File: src/include/sqtc_map.vh
`ifndef SQTC_MAP_VH
`define SQTC_MAP_VH

// ****************************************
// register indices (byte address = 4 * index)
// ****************************************
`define SQTC_IDX_GEN_CFG        6'h00
`define SQTC_IDX_LINE_DELAY     6'h01
`define SQTC_IDX_INTEG_SETUP    6'h02
`define SQTC_IDX_ACTIVE_REGION  6'h03
`define SQTC_IDX_SPARE_WORD     6'h04
`define SQTC_IDX_DARK_ROW       6'h05
`define SQTC_IDX_PADDING_ROW    6'h06
`define SQTC_IDX_TIMING_UNIT    6'h07
`define SQTC_IDX_FRAME_RESET    6'h08
`define SQTC_IDX_STATUS         6'h10

// ****************************************
// reset values
// ****************************************
`define SQTC_RST_GEN_CFG        16'h0000
`define SQTC_RST_LINE_DELAY     16'h0000
`define SQTC_RST_INTEG_SETUP    16'h0004
`define SQTC_RST_ACTIVE_REGION  16'h0001
`define SQTC_RST_DARK_ROW       16'h0102
`define SQTC_RST_PADDING_ROW    16'h0000
`define SQTC_RST_TIMING_UNIT    16'h0001
`define SQTC_RST_FRAME_RESET    16'h0000

// ****************************************
// writable bits per register
// ****************************************
`define SQTC_MASK_GEN_CFG       16'h3C42
`define SQTC_MASK_LINE_DELAY    16'hFFFF
`define SQTC_MASK_INTEG_SETUP   16'h0007
`define SQTC_MASK_ACTIVE_REGION 16'h00FF
`define SQTC_MASK_DARK_ROW      16'h01FF
`define SQTC_MASK_PADDING_ROW   16'h0FFF
`define SQTC_MASK_TIMING_UNIT   16'hFFFF
`define SQTC_MASK_FRAME_RESET   16'hFFFF

// ****************************************
// field positions
// ****************************************
`define SQTC_GEN_ROLLING        1
`define SQTC_GEN_DELAY_EN       6
`define SQTC_GEN_STATS_WIN      10
`define SQTC_GEN_MON_LO         11
`define SQTC_INTEG_DUAL         0
`define SQTC_INTEG_TRIPLE       1
`define SQTC_INTEG_LEN_MODE     2
`define SQTC_DARK_GATE_FIRST    8

// ****************************************
// bus responses
// ****************************************
`define SQTC_RESP_OKAY          2'h0
`define SQTC_RESP_SLVERR        2'h2

`endif

File: src/rtl/sqtc_unit_tick.v
`timescale 1ns/10ps
// ****************************************
// timing unit divider
// ****************************************
module sqtc_unit_tick #(
	parameter WIDTH = 16
) (
	input  wire             clk,
	input  wire             rst_n,
	input  wire             enable,
	input  wire [WIDTH-1:0] unit,
	output reg              tick
);

	reg  [WIDTH-1:0] count_reg;
	wire [WIDTH-1:0] last;

	// a zero unit behaves as one clock period
	assign last = (unit == {WIDTH{1'b0}}) ? {WIDTH{1'b0}} : unit - {{(WIDTH-1){1'b0}}, 1'b1};

	always @(posedge clk) begin
		if (!rst_n) begin
			count_reg <= {WIDTH{1'b0}};
			tick      <= 1'b0;
		end else if (!enable) begin
			count_reg <= {WIDTH{1'b0}};
			tick      <= 1'b0;
		end else if (count_reg >= last) begin
			count_reg <= {WIDTH{1'b0}};
			tick      <= 1'b1;
		end else begin
			count_reg <= count_reg + {{(WIDTH-1){1'b0}}, 1'b1};
			tick      <= 1'b0;
		end
	end

endmodule // sqtc_unit_tick

File: src/rtl/sqtc_seq_config.v
// The AXI4-Lite interface to the registers was decided locally.
`timescale 1ns/10ps
// Notes on behaviour
// - statistics window bit: all windows or one
// - three-bit field selects monitor pin signals
// - rolling: line extension count pads lines
// - post-transfer delay before readout, when enabled
// - dual-slope integration only in global shutter
// - triple-slope integration only in global shutter
// - length interpretation bit, reset one
// - dark row count 1 to 255
// - first-line gating bit blanks first line
// - padding rows 0 to 4095, rolling only
// - global: timing unit in clocks, resets one
// - span is reset or frame length, scaled
// - delay applied only while enable set
`include "sqtc_map.vh"

module sqtc_seq_config #(
	parameter ADDR_WIDTH = 8
) (
	input  wire                  clk,
	input  wire                  rst_n,
	// ****************************************
	// axi4-lite slave
	// ****************************************
	input  wire [ADDR_WIDTH-1:0] s_axi_awaddr,
	input  wire [2:0]            s_axi_awprot,
	input  wire                  s_axi_awvalid,
	output reg                   s_axi_awready,
	input  wire [31:0]           s_axi_wdata,
	input  wire [3:0]            s_axi_wstrb,
	input  wire                  s_axi_wvalid,
	output reg                   s_axi_wready,
	output reg  [1:0]            s_axi_bresp,
	output reg                   s_axi_bvalid,
	input  wire                  s_axi_bready,
	input  wire [ADDR_WIDTH-1:0] s_axi_araddr,
	input  wire [2:0]            s_axi_arprot,
	input  wire                  s_axi_arvalid,
	output reg                   s_axi_arready,
	output reg  [31:0]           s_axi_rdata,
	output reg  [1:0]            s_axi_rresp,
	output reg                   s_axi_rvalid,
	input  wire                  s_axi_rready,
	// ****************************************
	// sequencer side
	// ****************************************
	output reg                   rolling_mode,
	output reg                   stats_window_only,
	output reg  [1:0]            monitor_out,
	output reg  [7:0]            line_extension_count,
	output reg  [7:0]            post_transfer_delay,
	output reg                   dual_slope_en,
	output reg                   triple_slope_en,
	output reg                   length_interpretation,
	output reg  [7:0]            active_region_select,
	output reg  [7:0]            dark_row_count,
	output reg                   first_line_gate,
	output reg  [11:0]           padding_row_count,
	output reg  [15:0]           timing_unit,
	output reg                   unit_tick,
	output reg  [31:0]           reset_span_cycles,
	output reg  [31:0]           frame_span_cycles
);

	// ****************************************
	// configuration storage
	// ****************************************
	reg  [15:0]           gen_cfg_reg;
	reg  [15:0]           line_delay_reg;
	reg  [15:0]           integ_setup_reg;
	reg  [15:0]           active_region_reg;
	reg  [15:0]           dark_row_reg;
	reg  [15:0]           padding_row_reg;
	reg  [15:0]           timing_unit_reg;
	reg  [15:0]           frame_reset_reg;
	reg                   dark_zero_reg;
	reg  [7:0]            tick_count_reg;

	// ****************************************
	// bus state
	// ****************************************
	reg                   aw_hold_reg;
	reg                   w_hold_reg;
	reg  [ADDR_WIDTH-1:0] aw_addr_reg;
	reg  [31:0]           w_data_reg;
	reg  [3:0]            w_strb_reg;
	reg  [31:0]           rd_data_next;
	reg                   rd_hit_next;
	reg                   wr_hit_next;

	wire [5:0]            wr_idx;
	wire [5:0]            rd_idx;
	wire [15:0]           lane_mask;
	wire                  do_write;
	wire                  tick_raw;
	wire                  global_mode;
	wire [15:0]           span_write;
	wire [31:0]           span_product;

	assign wr_idx      = aw_addr_reg[7:2];
	assign rd_idx      = s_axi_araddr[7:2];
	assign lane_mask   = {{8{w_strb_reg[1]}}, {8{w_strb_reg[0]}}};
	assign do_write    = aw_hold_reg && w_hold_reg && !s_axi_bvalid;
	assign global_mode = !gen_cfg_reg[`SQTC_GEN_ROLLING];
	assign span_write  = w_data_reg[15:0];
	// operands widened so the full product is kept
	assign span_product = {16'h0000, frame_reset_reg} * {16'h0000, timing_unit_reg};

	// merge strobed lanes into the writable bits only
	function [15:0] merge;
		input [15:0] old_val;
		input [15:0] new_val;
		input [15:0] lanes;
		input [15:0] field_mask;
		reg   [15:0] m;
		begin
			m     = lanes & field_mask;
			merge = (old_val & ~m) | (new_val & m);
		end
	endfunction

	// ****************************************
	// write address and data channels
	// ****************************************
	always @(posedge clk) begin
		if (!rst_n) begin
			s_axi_awready <= 1'b0;
			s_axi_wready  <= 1'b0;
			s_axi_bvalid  <= 1'b0;
			s_axi_bresp   <= `SQTC_RESP_OKAY;
			aw_hold_reg   <= 1'b0;
			w_hold_reg    <= 1'b0;
			aw_addr_reg   <= {ADDR_WIDTH{1'b0}};
			w_data_reg    <= 32'h00000000;
			w_strb_reg    <= 4'h0;
		end else begin
			s_axi_awready <= !aw_hold_reg && !(s_axi_awvalid && s_axi_awready);
			s_axi_wready  <= !w_hold_reg && !(s_axi_wvalid && s_axi_wready);
			if (s_axi_awvalid && s_axi_awready) begin
				aw_hold_reg <= 1'b1;
				aw_addr_reg <= s_axi_awaddr;
			end
			if (s_axi_wvalid && s_axi_wready) begin
				w_hold_reg <= 1'b1;
				w_data_reg <= s_axi_wdata;
				w_strb_reg <= s_axi_wstrb;
			end
			if (do_write) begin
				s_axi_bvalid <= 1'b1;
				s_axi_bresp  <= wr_hit_next ? `SQTC_RESP_OKAY : `SQTC_RESP_SLVERR;
			end else if (s_axi_bvalid && s_axi_bready) begin
				s_axi_bvalid  <= 1'b0;
				aw_hold_reg   <= 1'b0;
				w_hold_reg    <= 1'b0;
				s_axi_awready <= 1'b1;
				s_axi_wready  <= 1'b1;
			end
		end
	end

	// ****************************************
	// write decode
	// ****************************************
	always @* begin
		case (wr_idx)
			`SQTC_IDX_GEN_CFG,
			`SQTC_IDX_LINE_DELAY,
			`SQTC_IDX_INTEG_SETUP,
			`SQTC_IDX_ACTIVE_REGION,
			`SQTC_IDX_SPARE_WORD,
			`SQTC_IDX_DARK_ROW,
			`SQTC_IDX_PADDING_ROW,
			`SQTC_IDX_TIMING_UNIT,
			`SQTC_IDX_FRAME_RESET,
			`SQTC_IDX_STATUS: wr_hit_next = 1'b1;
			default: wr_hit_next = 1'b0;
		endcase
	end

	// ****************************************
	// register file
	// ****************************************
	always @(posedge clk) begin
		if (!rst_n) begin
			gen_cfg_reg       <= `SQTC_RST_GEN_CFG;
			line_delay_reg    <= `SQTC_RST_LINE_DELAY;
			integ_setup_reg   <= `SQTC_RST_INTEG_SETUP;
			active_region_reg <= `SQTC_RST_ACTIVE_REGION;
			dark_row_reg      <= `SQTC_RST_DARK_ROW;
			padding_row_reg   <= `SQTC_RST_PADDING_ROW;
			timing_unit_reg   <= `SQTC_RST_TIMING_UNIT;
			frame_reset_reg   <= `SQTC_RST_FRAME_RESET;
		end else if (do_write) begin
			// reserved bits and the spare word never store: tolerated
			case (wr_idx)
				`SQTC_IDX_GEN_CFG: gen_cfg_reg <=
					merge(gen_cfg_reg, w_data_reg[15:0], lane_mask, `SQTC_MASK_GEN_CFG);
				`SQTC_IDX_LINE_DELAY: line_delay_reg <=
					merge(line_delay_reg, w_data_reg[15:0], lane_mask, `SQTC_MASK_LINE_DELAY);
				`SQTC_IDX_INTEG_SETUP: integ_setup_reg <=
					merge(integ_setup_reg, w_data_reg[15:0], lane_mask, `SQTC_MASK_INTEG_SETUP);
				`SQTC_IDX_ACTIVE_REGION: active_region_reg <=
					merge(active_region_reg, w_data_reg[15:0], lane_mask,
						`SQTC_MASK_ACTIVE_REGION);
				`SQTC_IDX_DARK_ROW: dark_row_reg <=
					merge(dark_row_reg, w_data_reg[15:0], lane_mask, `SQTC_MASK_DARK_ROW);
				`SQTC_IDX_PADDING_ROW: padding_row_reg <=
					merge(padding_row_reg, w_data_reg[15:0], lane_mask, `SQTC_MASK_PADDING_ROW);
				`SQTC_IDX_TIMING_UNIT: timing_unit_reg <=
					merge(timing_unit_reg, w_data_reg[15:0], lane_mask, `SQTC_MASK_TIMING_UNIT);
				`SQTC_IDX_FRAME_RESET: frame_reset_reg <=
					merge(frame_reset_reg, span_write, lane_mask, `SQTC_MASK_FRAME_RESET);
				default: begin
				end
			endcase
		end
	end

	// ****************************************
	// read channel
	// ****************************************
	always @* begin
		rd_data_next = 32'h00000000;
		rd_hit_next  = 1'b1;
		case (rd_idx)
			`SQTC_IDX_GEN_CFG:       rd_data_next[15:0] = gen_cfg_reg;
			`SQTC_IDX_LINE_DELAY:    rd_data_next[15:0] = line_delay_reg;
			`SQTC_IDX_INTEG_SETUP:   rd_data_next[15:0] = integ_setup_reg;
			`SQTC_IDX_ACTIVE_REGION: rd_data_next[15:0] = active_region_reg;
			`SQTC_IDX_SPARE_WORD:    rd_data_next[15:0] = 16'h0000;
			`SQTC_IDX_DARK_ROW:      rd_data_next[15:0] = dark_row_reg;
			`SQTC_IDX_PADDING_ROW:   rd_data_next[15:0] = padding_row_reg;
			`SQTC_IDX_TIMING_UNIT:   rd_data_next[15:0] = timing_unit_reg;
			`SQTC_IDX_FRAME_RESET:   rd_data_next[15:0] = frame_reset_reg;
			`SQTC_IDX_STATUS: begin
				rd_data_next[0]    = rolling_mode;
				rd_data_next[1]    = dark_zero_reg;
				rd_data_next[2]    = dual_slope_en;
				rd_data_next[3]    = triple_slope_en;
				rd_data_next[15:8] = tick_count_reg;
			end
			default: rd_hit_next = 1'b0;
		endcase
	end

	always @(posedge clk) begin
		if (!rst_n) begin
			s_axi_arready <= 1'b0;
			s_axi_rvalid  <= 1'b0;
			s_axi_rdata   <= 32'h00000000;
			s_axi_rresp   <= `SQTC_RESP_OKAY;
		end else if (s_axi_arvalid && s_axi_arready) begin
			s_axi_arready <= 1'b0;
			s_axi_rvalid  <= 1'b1;
			s_axi_rdata   <= rd_data_next;
			s_axi_rresp   <= rd_hit_next ? `SQTC_RESP_OKAY : `SQTC_RESP_SLVERR;
		end else if (s_axi_rvalid && s_axi_rready) begin
			s_axi_rvalid  <= 1'b0;
			s_axi_arready <= 1'b1;
		end else if (!s_axi_rvalid) begin
			s_axi_arready <= 1'b1;
		end
	end

	// ****************************************
	// timing unit divider
	// ****************************************
	sqtc_unit_tick #(
		.WIDTH (16)
	) u_unit_tick (
		.clk    (clk),
		.rst_n  (rst_n),
		.enable (global_mode),
		.unit   (timing_unit_reg),
		.tick   (tick_raw)
	);

	// ****************************************
	// sequencer controls
	// ****************************************
	always @(posedge clk) begin
		if (!rst_n) begin
			rolling_mode          <= 1'b0;
			stats_window_only     <= 1'b0;
			line_extension_count  <= 8'h00;
			post_transfer_delay   <= 8'h00;
			dual_slope_en         <= 1'b0;
			triple_slope_en       <= 1'b0;
			length_interpretation <= 1'b1;
			active_region_select  <= 8'h01;
			dark_row_count        <= 8'h02;
			first_line_gate       <= 1'b1;
			padding_row_count     <= 12'h000;
			timing_unit           <= `SQTC_RST_TIMING_UNIT;
			unit_tick             <= 1'b0;
			dark_zero_reg         <= 1'b0;
			tick_count_reg        <= 8'h00;
		end else begin
			rolling_mode          <= gen_cfg_reg[`SQTC_GEN_ROLLING];
			stats_window_only     <= gen_cfg_reg[`SQTC_GEN_STATS_WIN];
			line_extension_count  <= global_mode ? 8'h00 : line_delay_reg[7:0];
			post_transfer_delay   <= gen_cfg_reg[`SQTC_GEN_DELAY_EN] ?
				line_delay_reg[15:8] : 8'h00;
			dual_slope_en         <= global_mode &&
				integ_setup_reg[`SQTC_INTEG_DUAL];
			triple_slope_en       <= global_mode &&
				integ_setup_reg[`SQTC_INTEG_TRIPLE];
			length_interpretation <= integ_setup_reg[`SQTC_INTEG_LEN_MODE];
			active_region_select  <= active_region_reg[7:0];
			// zero is illegal; hold at the minimum of one
			dark_row_count        <= (dark_row_reg[7:0] == 8'h00) ?
				8'h01 : dark_row_reg[7:0];
			dark_zero_reg         <= (dark_row_reg[7:0] == 8'h00);
			first_line_gate       <= dark_row_reg[`SQTC_DARK_GATE_FIRST];
			padding_row_count     <= global_mode ? 12'h000 : padding_row_reg[11:0];
			timing_unit           <= timing_unit_reg;
			unit_tick             <= tick_raw;
			if (tick_raw) begin
				tick_count_reg <= tick_count_reg + 8'h01;
			end
		end
	end

	// ****************************************
	// frame or reset span in clock cycles
	// ****************************************
	always @(posedge clk) begin
		if (!rst_n) begin
			reset_span_cycles <= 32'h00000000;
			frame_span_cycles <= 32'h00000000;
		end else if (!global_mode) begin
			reset_span_cycles <= 32'h00000000;
			frame_span_cycles <= 32'h00000000;
		end else if (integ_setup_reg[`SQTC_INTEG_LEN_MODE]) begin
			reset_span_cycles <= 32'h00000000;
			frame_span_cycles <= span_product;
		end else begin
			reset_span_cycles <= span_product;
			frame_span_cycles <= 32'h00000000;
		end
	end

	// ****************************************
	// monitor pins
	// ****************************************
	always @(posedge clk) begin
		if (!rst_n) begin
			monitor_out <= 2'h0;
		end else begin
			case (gen_cfg_reg[`SQTC_GEN_MON_LO+2:`SQTC_GEN_MON_LO])
				3'h0: monitor_out <= 2'h0;
				3'h1: monitor_out <= {tick_raw, rolling_mode};
				3'h2: monitor_out <= {dual_slope_en, triple_slope_en};
				3'h3: monitor_out <= {first_line_gate, stats_window_only};
				3'h4: monitor_out <= {gen_cfg_reg[`SQTC_GEN_DELAY_EN], length_interpretation};
				3'h5: monitor_out <= {s_axi_bvalid, s_axi_rvalid};
				3'h6: monitor_out <= {aw_hold_reg, w_hold_reg};
				3'h7: monitor_out <= {dark_zero_reg, tick_count_reg[0]};
				default: monitor_out <= 2'h0;
			endcase
		end
	end

endmodule // sqtc_seq_config

File: config.mk
export PLATFORM = sky130hd
export DESIGN_NAME = sqtc_seq_config
export DESIGN_NICKNAME = d
export VERILOG_FILES = /design/src/rtl/sqtc_unit_tick.v /design/src/rtl/sqtc_seq_config.v
export VERILOG_INCLUDE_DIRS = /design/src /design/src/include
export SDC_FILE = /design/constraint.sdc
export NUM_CORES = 1
export LEC_CHECK = 0
export ABC_AREA = 0
export BUFFER_PORTS_ARGS = -buffer_cell sky130_fd_sc_hd__buf_2
export CAP_MARGIN = 10
export CORE_AREA = 2 2 264 266
export CTS_CLUSTER_SIZE = 16
export DETAILED_ROUTE_END_ITERATION = 16
export DIE_AREA = 0 0 266 268
export GPL_TIMING_DRIVEN = 1
export SLEW_MARGIN = 5
export SYNTH_ARGS = -nofsm -noshare
export SYNTH_HDL_FRONTEND = slang
export SYNTH_SLANG_ARGS = --single-unit
File: constraint.sdc
create_clock -name clk -period 7.8 [get_ports clk]
set_clock_uncertainty 0.1 [all_clocks]
set_input_delay 2.34 -clock clk [delete_from_list [all_inputs] [get_ports clk]]
set_output_delay 2.34 -clock clk [all_outputs]
set_load 0.005 [all_outputs]
Word level (Yosys, flattened, before mapping)
Memory sizes are Yosys's and may differ from the RTL's. A register that Yosys moved wholly into a read port is not among the register bits.
Index checks and enable logic that the tools add are counted.
Storage, ports and cells
  register bits after elaboration: 340
  bits in read-only memories: 32
  input port bits: 65
  logic and storage cells: 172
  memories kept: 1
Cells by class
  add/subtract/negate cells: 3
  $mul: 1
  magnitude comparators: 1
  equality and inequality tests: 24
  multiplexer cells: 29
  bitwise operators: 30
  reductions and logical operators: 41
Memory list
  (no name shown): depth 32, bits a word 1, rd ports 1, clocked after memory_dff 1, wr ports 0, line sqtc_seq_config.v:167  | case (wr_idx)
Operators by type and width (count)
  $and 16x16->16: 9
  $or 16x16->16: 8
  $pmux 8 s9: 1
  $eq 6x3->1 const B: 7
  $pmux 4 s9: 1
  $mul 16x16->32: 1
  $pmux 4 s8: 1
  $eq 6x2->1 const B: 4
  $reduce_and 2->1: 10
  $mux 1: 19
  $add 16x1->16 const B: 1
  $and 16x12->16: 1
  $and 16x14->16: 1
  $and 16x3->16: 1
  $and 16x8->16: 1
  $and 16x9->16: 1
  $ge 16x16->1: 1
  $logic_not 16->1: 1
  $mux 16: 1
  $not 12->16: 1
  $not 14->16: 1
  $not 16->16: 1
  $not 3->16: 1
  $not 8->16: 1
  23 further kinds: 54

Depth between registers and ports, before layout
  depth after elaboration: 5
  gate-level depth with buffers: 22

By module
From an unflattened synthesis, not the netlist that was laid out.
Unflattened totals
  cells, all modules: 2211
  area total of the unflattened synthesis: 20604.8 um^2
Modules (own cells, without submodules)
  sqtc_seq_config: instances 1, cells an instance 2041, area an instance 18974.4 um^2
  sqtc_unit_tick: instances 1, cells an instance 170, area an instance 1630.3 um^2

Worst setup path after synthesis
Ideal clock, no wire load.
  kind: reg-to-reg
  start point: register with a tool-made name
  end point: register frame_span_cycles[30]
  setup time: 0.133 ns
  arrival: 5.684 ns
  path slack: 1.883 ns
  stages on the path, launching flop included: 22
  buffers on the path: 3
  path through: dfxtp_1 > clkbuf_1 > clkbuf_1 > nand2_1 > fa_1 > inv_1 > fa_1 > inv_1 > fa_1 > inv_1 > fa_1 > fa_1 > inv_1 > fa_1 > inv_1 > ha_1 > clkbuf_1 > nand4_1 > or4_1 > a211oi_2 > o21ai_0 > nor3b_2
RTL lines
  end signal: assignment: line sqtc_seq_config.v:338  | frame_span_cycles <= span_product;
  end: declaration: line sqtc_seq_config.v:64  | output reg [31:0] frame_span_cycles

==> flow_summary.json <==
{
  "viasPerCell": 4.83,
  "numCtsBuffers": 34,
  "finalSetupTns_ns": 0,
  "ys_seq_elements": 295,
  "power_density_nw_per_um2": 143,
  "layout_min_cycle_time_ns": 6.62,
  "tightest_slew_ns": 1.17,
  "total_power_mw": 3.35,
  "drt.antenna.violating_nets": 0,
  "core_um2": 68200,
  "postCtsHoldBufs": 0,
  "antenna_found_initial": 6,
  "die_w_um": 266,
  "root_buffer": "clkbuf_16",
  "period_share": 0.848,
  "final_cells": 3261,
  "grt_max_degree": 84,
  "layout_setup_ws_ns": 1.18,
  "status": "complete, no violations",
  "synth_flop_cell": "dfxtp_1",
  "routedWlPerCell_um": 18.4,
  "final_common_cell": "dfxtp_1",
  "drcViolationCount": 0,
  "rows": 96,
  "drt-initial-drc-count": 1109,
  "min-delay-path-class": "register to register",
  "cts_tree": "done",
  "clkTransAtPathRegs_ns": 0.06,
  "hold_violations": 0,
  "dieArea_um2": 71300,
  "firstDrtPassIters": 6,
  "crit_fanout": 12,
  "synthesis.yosys.warnings": 0,
  "irDropWorstVdd_mv": 0.166,
  "synthCells": 2222,
  "grt_pass1_vias": 16000,
  "gr-usage-all-layers": 0.171,
  "dp_slack_ns": 1.25,
  "start_kind": "register",
  "cap_violations": 0,
  "syn2layout_area_growth_pct": 14.5,
  "fill_cells": 7053,
  "cp-end-kind": "register",
  "numPortBuffers": 192,
  "finalSetupViolations": 0,
  "via_count": 15800,
  "h-tree-depth": 2,
  "post-cts-setup-buffer-count": 0,
  "cp.arrival_ns": 6.92,
  "cts_buffer_depth": 3,
  "wl_um": 60000,
  "critPathKind": "register to register",
  "grt_pass1_wl_um": 93900,
  "die-height_um": 268,
  "slew_violations": 0,
  "gp_congestion": 0.870,
  "synth_seq_area_share": 0.289,
  "dp_cells": 3199,
  "syn-cell-area_um2": 20400,
  "syn_area_per_cell_um2": 9.18,
  "layout-drive-gt1-share": 0.137,
  "synth_edf_count": 0,
  "rsz0062_at_grt": "no",
  "layout_common_cells": "295 x dfxtp_1, 281 x nand2_1, 228 x inv_1",
  "cts.sinks": 295,
  "leakage_nw": 10.9,
  "synth_cell_types": 85,
  "start_util": 0.299,
  "synthArstFlopShare": 0,
  "finalNetCount": 2736,
  "crit_required_ns": 8.11,
  "place_hpwl_um": 44400,
  "ios": 239,
  "overflow": 0,
  "clock_latency_ns": 0.57,
  "max_freq_ghz": 0.151,
  "postCtsResizedCells": 0,
  "maxSlewHeadroom": 0.220
}
[cells in the mapped netlist, drive strengths merged (4+ instances only)]
cell / count / share of area
xnor2: 23 / 0.0099
dfxtp: 295 / 0.29
a31oi: 11 / 0.0034
clkbuf: 111 / 0.020
or3: 10 / 0.0033
mux2i: 88 / 0.043
a211oi: 7 / 0.0031
xor2: 22 / 0.0094
a21boi: 47 / 0.017
nand2: 282 / 0.052
ha: 123 / 0.075
and3: 44 / 0.014
a22o: 6 / 0.0026
nand2b: 20 / 0.0061
inv: 228 / 0.042
and2: 171 / 0.053
o21ai: 28 / 0.0069
mux2: 5 / 0.0028
nor4: 5 / 0.0023
buf: 43 / 0.013
nor3: 37 / 0.011
a211o: 4 / 0.0017
a222oi: 14 / 0.0069
nor3b: 9 / 0.0043
a21o: 31 / 0.011
o21a: 15 / 0.0055
a21oi: 44 / 0.011
a22oi: 21 / 0.0080
nor2: 91 / 0.017
nand3: 50 / 0.013
nor2b: 77 / 0.024
fa: 194 / 0.19
a221oi: 6 / 0.0029
nand4: 19 / 0.0072
[path summary, 6_finish.rpt]
path / startpoint / end / slack, ns / cells past startpoint
worst min register to register: s_axi_rdata[6] / s_axi_rdata[6] / 0.35 / 1
worst max-delay path: register / frame_span_cycles[28] / 1.18 / 18
worst min-delay path: s_axi_rdata[6] / s_axi_rdata[6] / 0.35 / 1
worst max register to register: register / frame_span_cycles[28] / 1.18 / 18
[routing by layer]
layer	GRT usage	routed length, µm
met5	0	37
met4	0.0510	1750
met3	0.0285	3780
met2	0.283	27600
met1	0.229	26900
[worst max-delay path, stage by stage, from the launching register on]
cell      delay (ns)
dfxtp_1         0.80
buf_4           0.34
nand2_1         0.09
fa_1            0.46
fa_1            0.54
inv_1           0.05
fa_1            0.58
fa_1            0.46
fa_1            0.50
inv_1           0.05
fa_1            0.52
inv_1           0.05
ha_1            0.56
nand3_1         0.19
or2_0           0.24
a2111o_1        0.39
a31oi_1         0.29
o21a_1          0.19
nor3_2          0.05
[area by class of cell]
class / instances / area, µm² / share of cell area
multi-input combinational: 1562 / 13000 / 0.557
antenna: 3 / 7.51 / 0.000321
timing repair buffer: 233 / 1270 / 0.0544
clock buffer: 42 / 931 / 0.0399
inverter: 228 / 856 / 0.0366
clock inverter: 16 / 272 / 0.0116
sequential: 295 / 5910 / 0.253
tap: 882 / 1100 / 0.0472
[report_power, final]
group          switching, mW  internal [mW]  total, mW
combinational         0.0558         0.0333     0.0891
clock                  0.688           1.03       1.72
sequential            0.0236           1.52       1.54
[cells by family after synthesis]
kind of cell | Yosys count | synth area share
and+or+nand+nor | 830 | 0.211
DFF | 295 | 0.289
other | 1 | 0.000184
buffers and inverters | 382 | 0.0759
adders and majority gates | 317 | 0.266
AOI/OAI and AO/OA | 258 | 0.0909
xor gates and xnor gates | 45 | 0.0193
muxes | 94 | 0.0470
[metrics by stage]
step | hold slack [ns] | utilization | cell area (µm²)
final | 0.349 | 0.342 | 23400
after global routing | 0.387 | 0.342 | 23400
after detailed placement | 0.340 | 0.325 | 22100
after floorplan | 0.328 | - | 20500
after CTS | 0.353 | 0.342 | 23300
after global placement | 0.336 | 0.325 | 22100
Power figures use the tool's default switching activity.
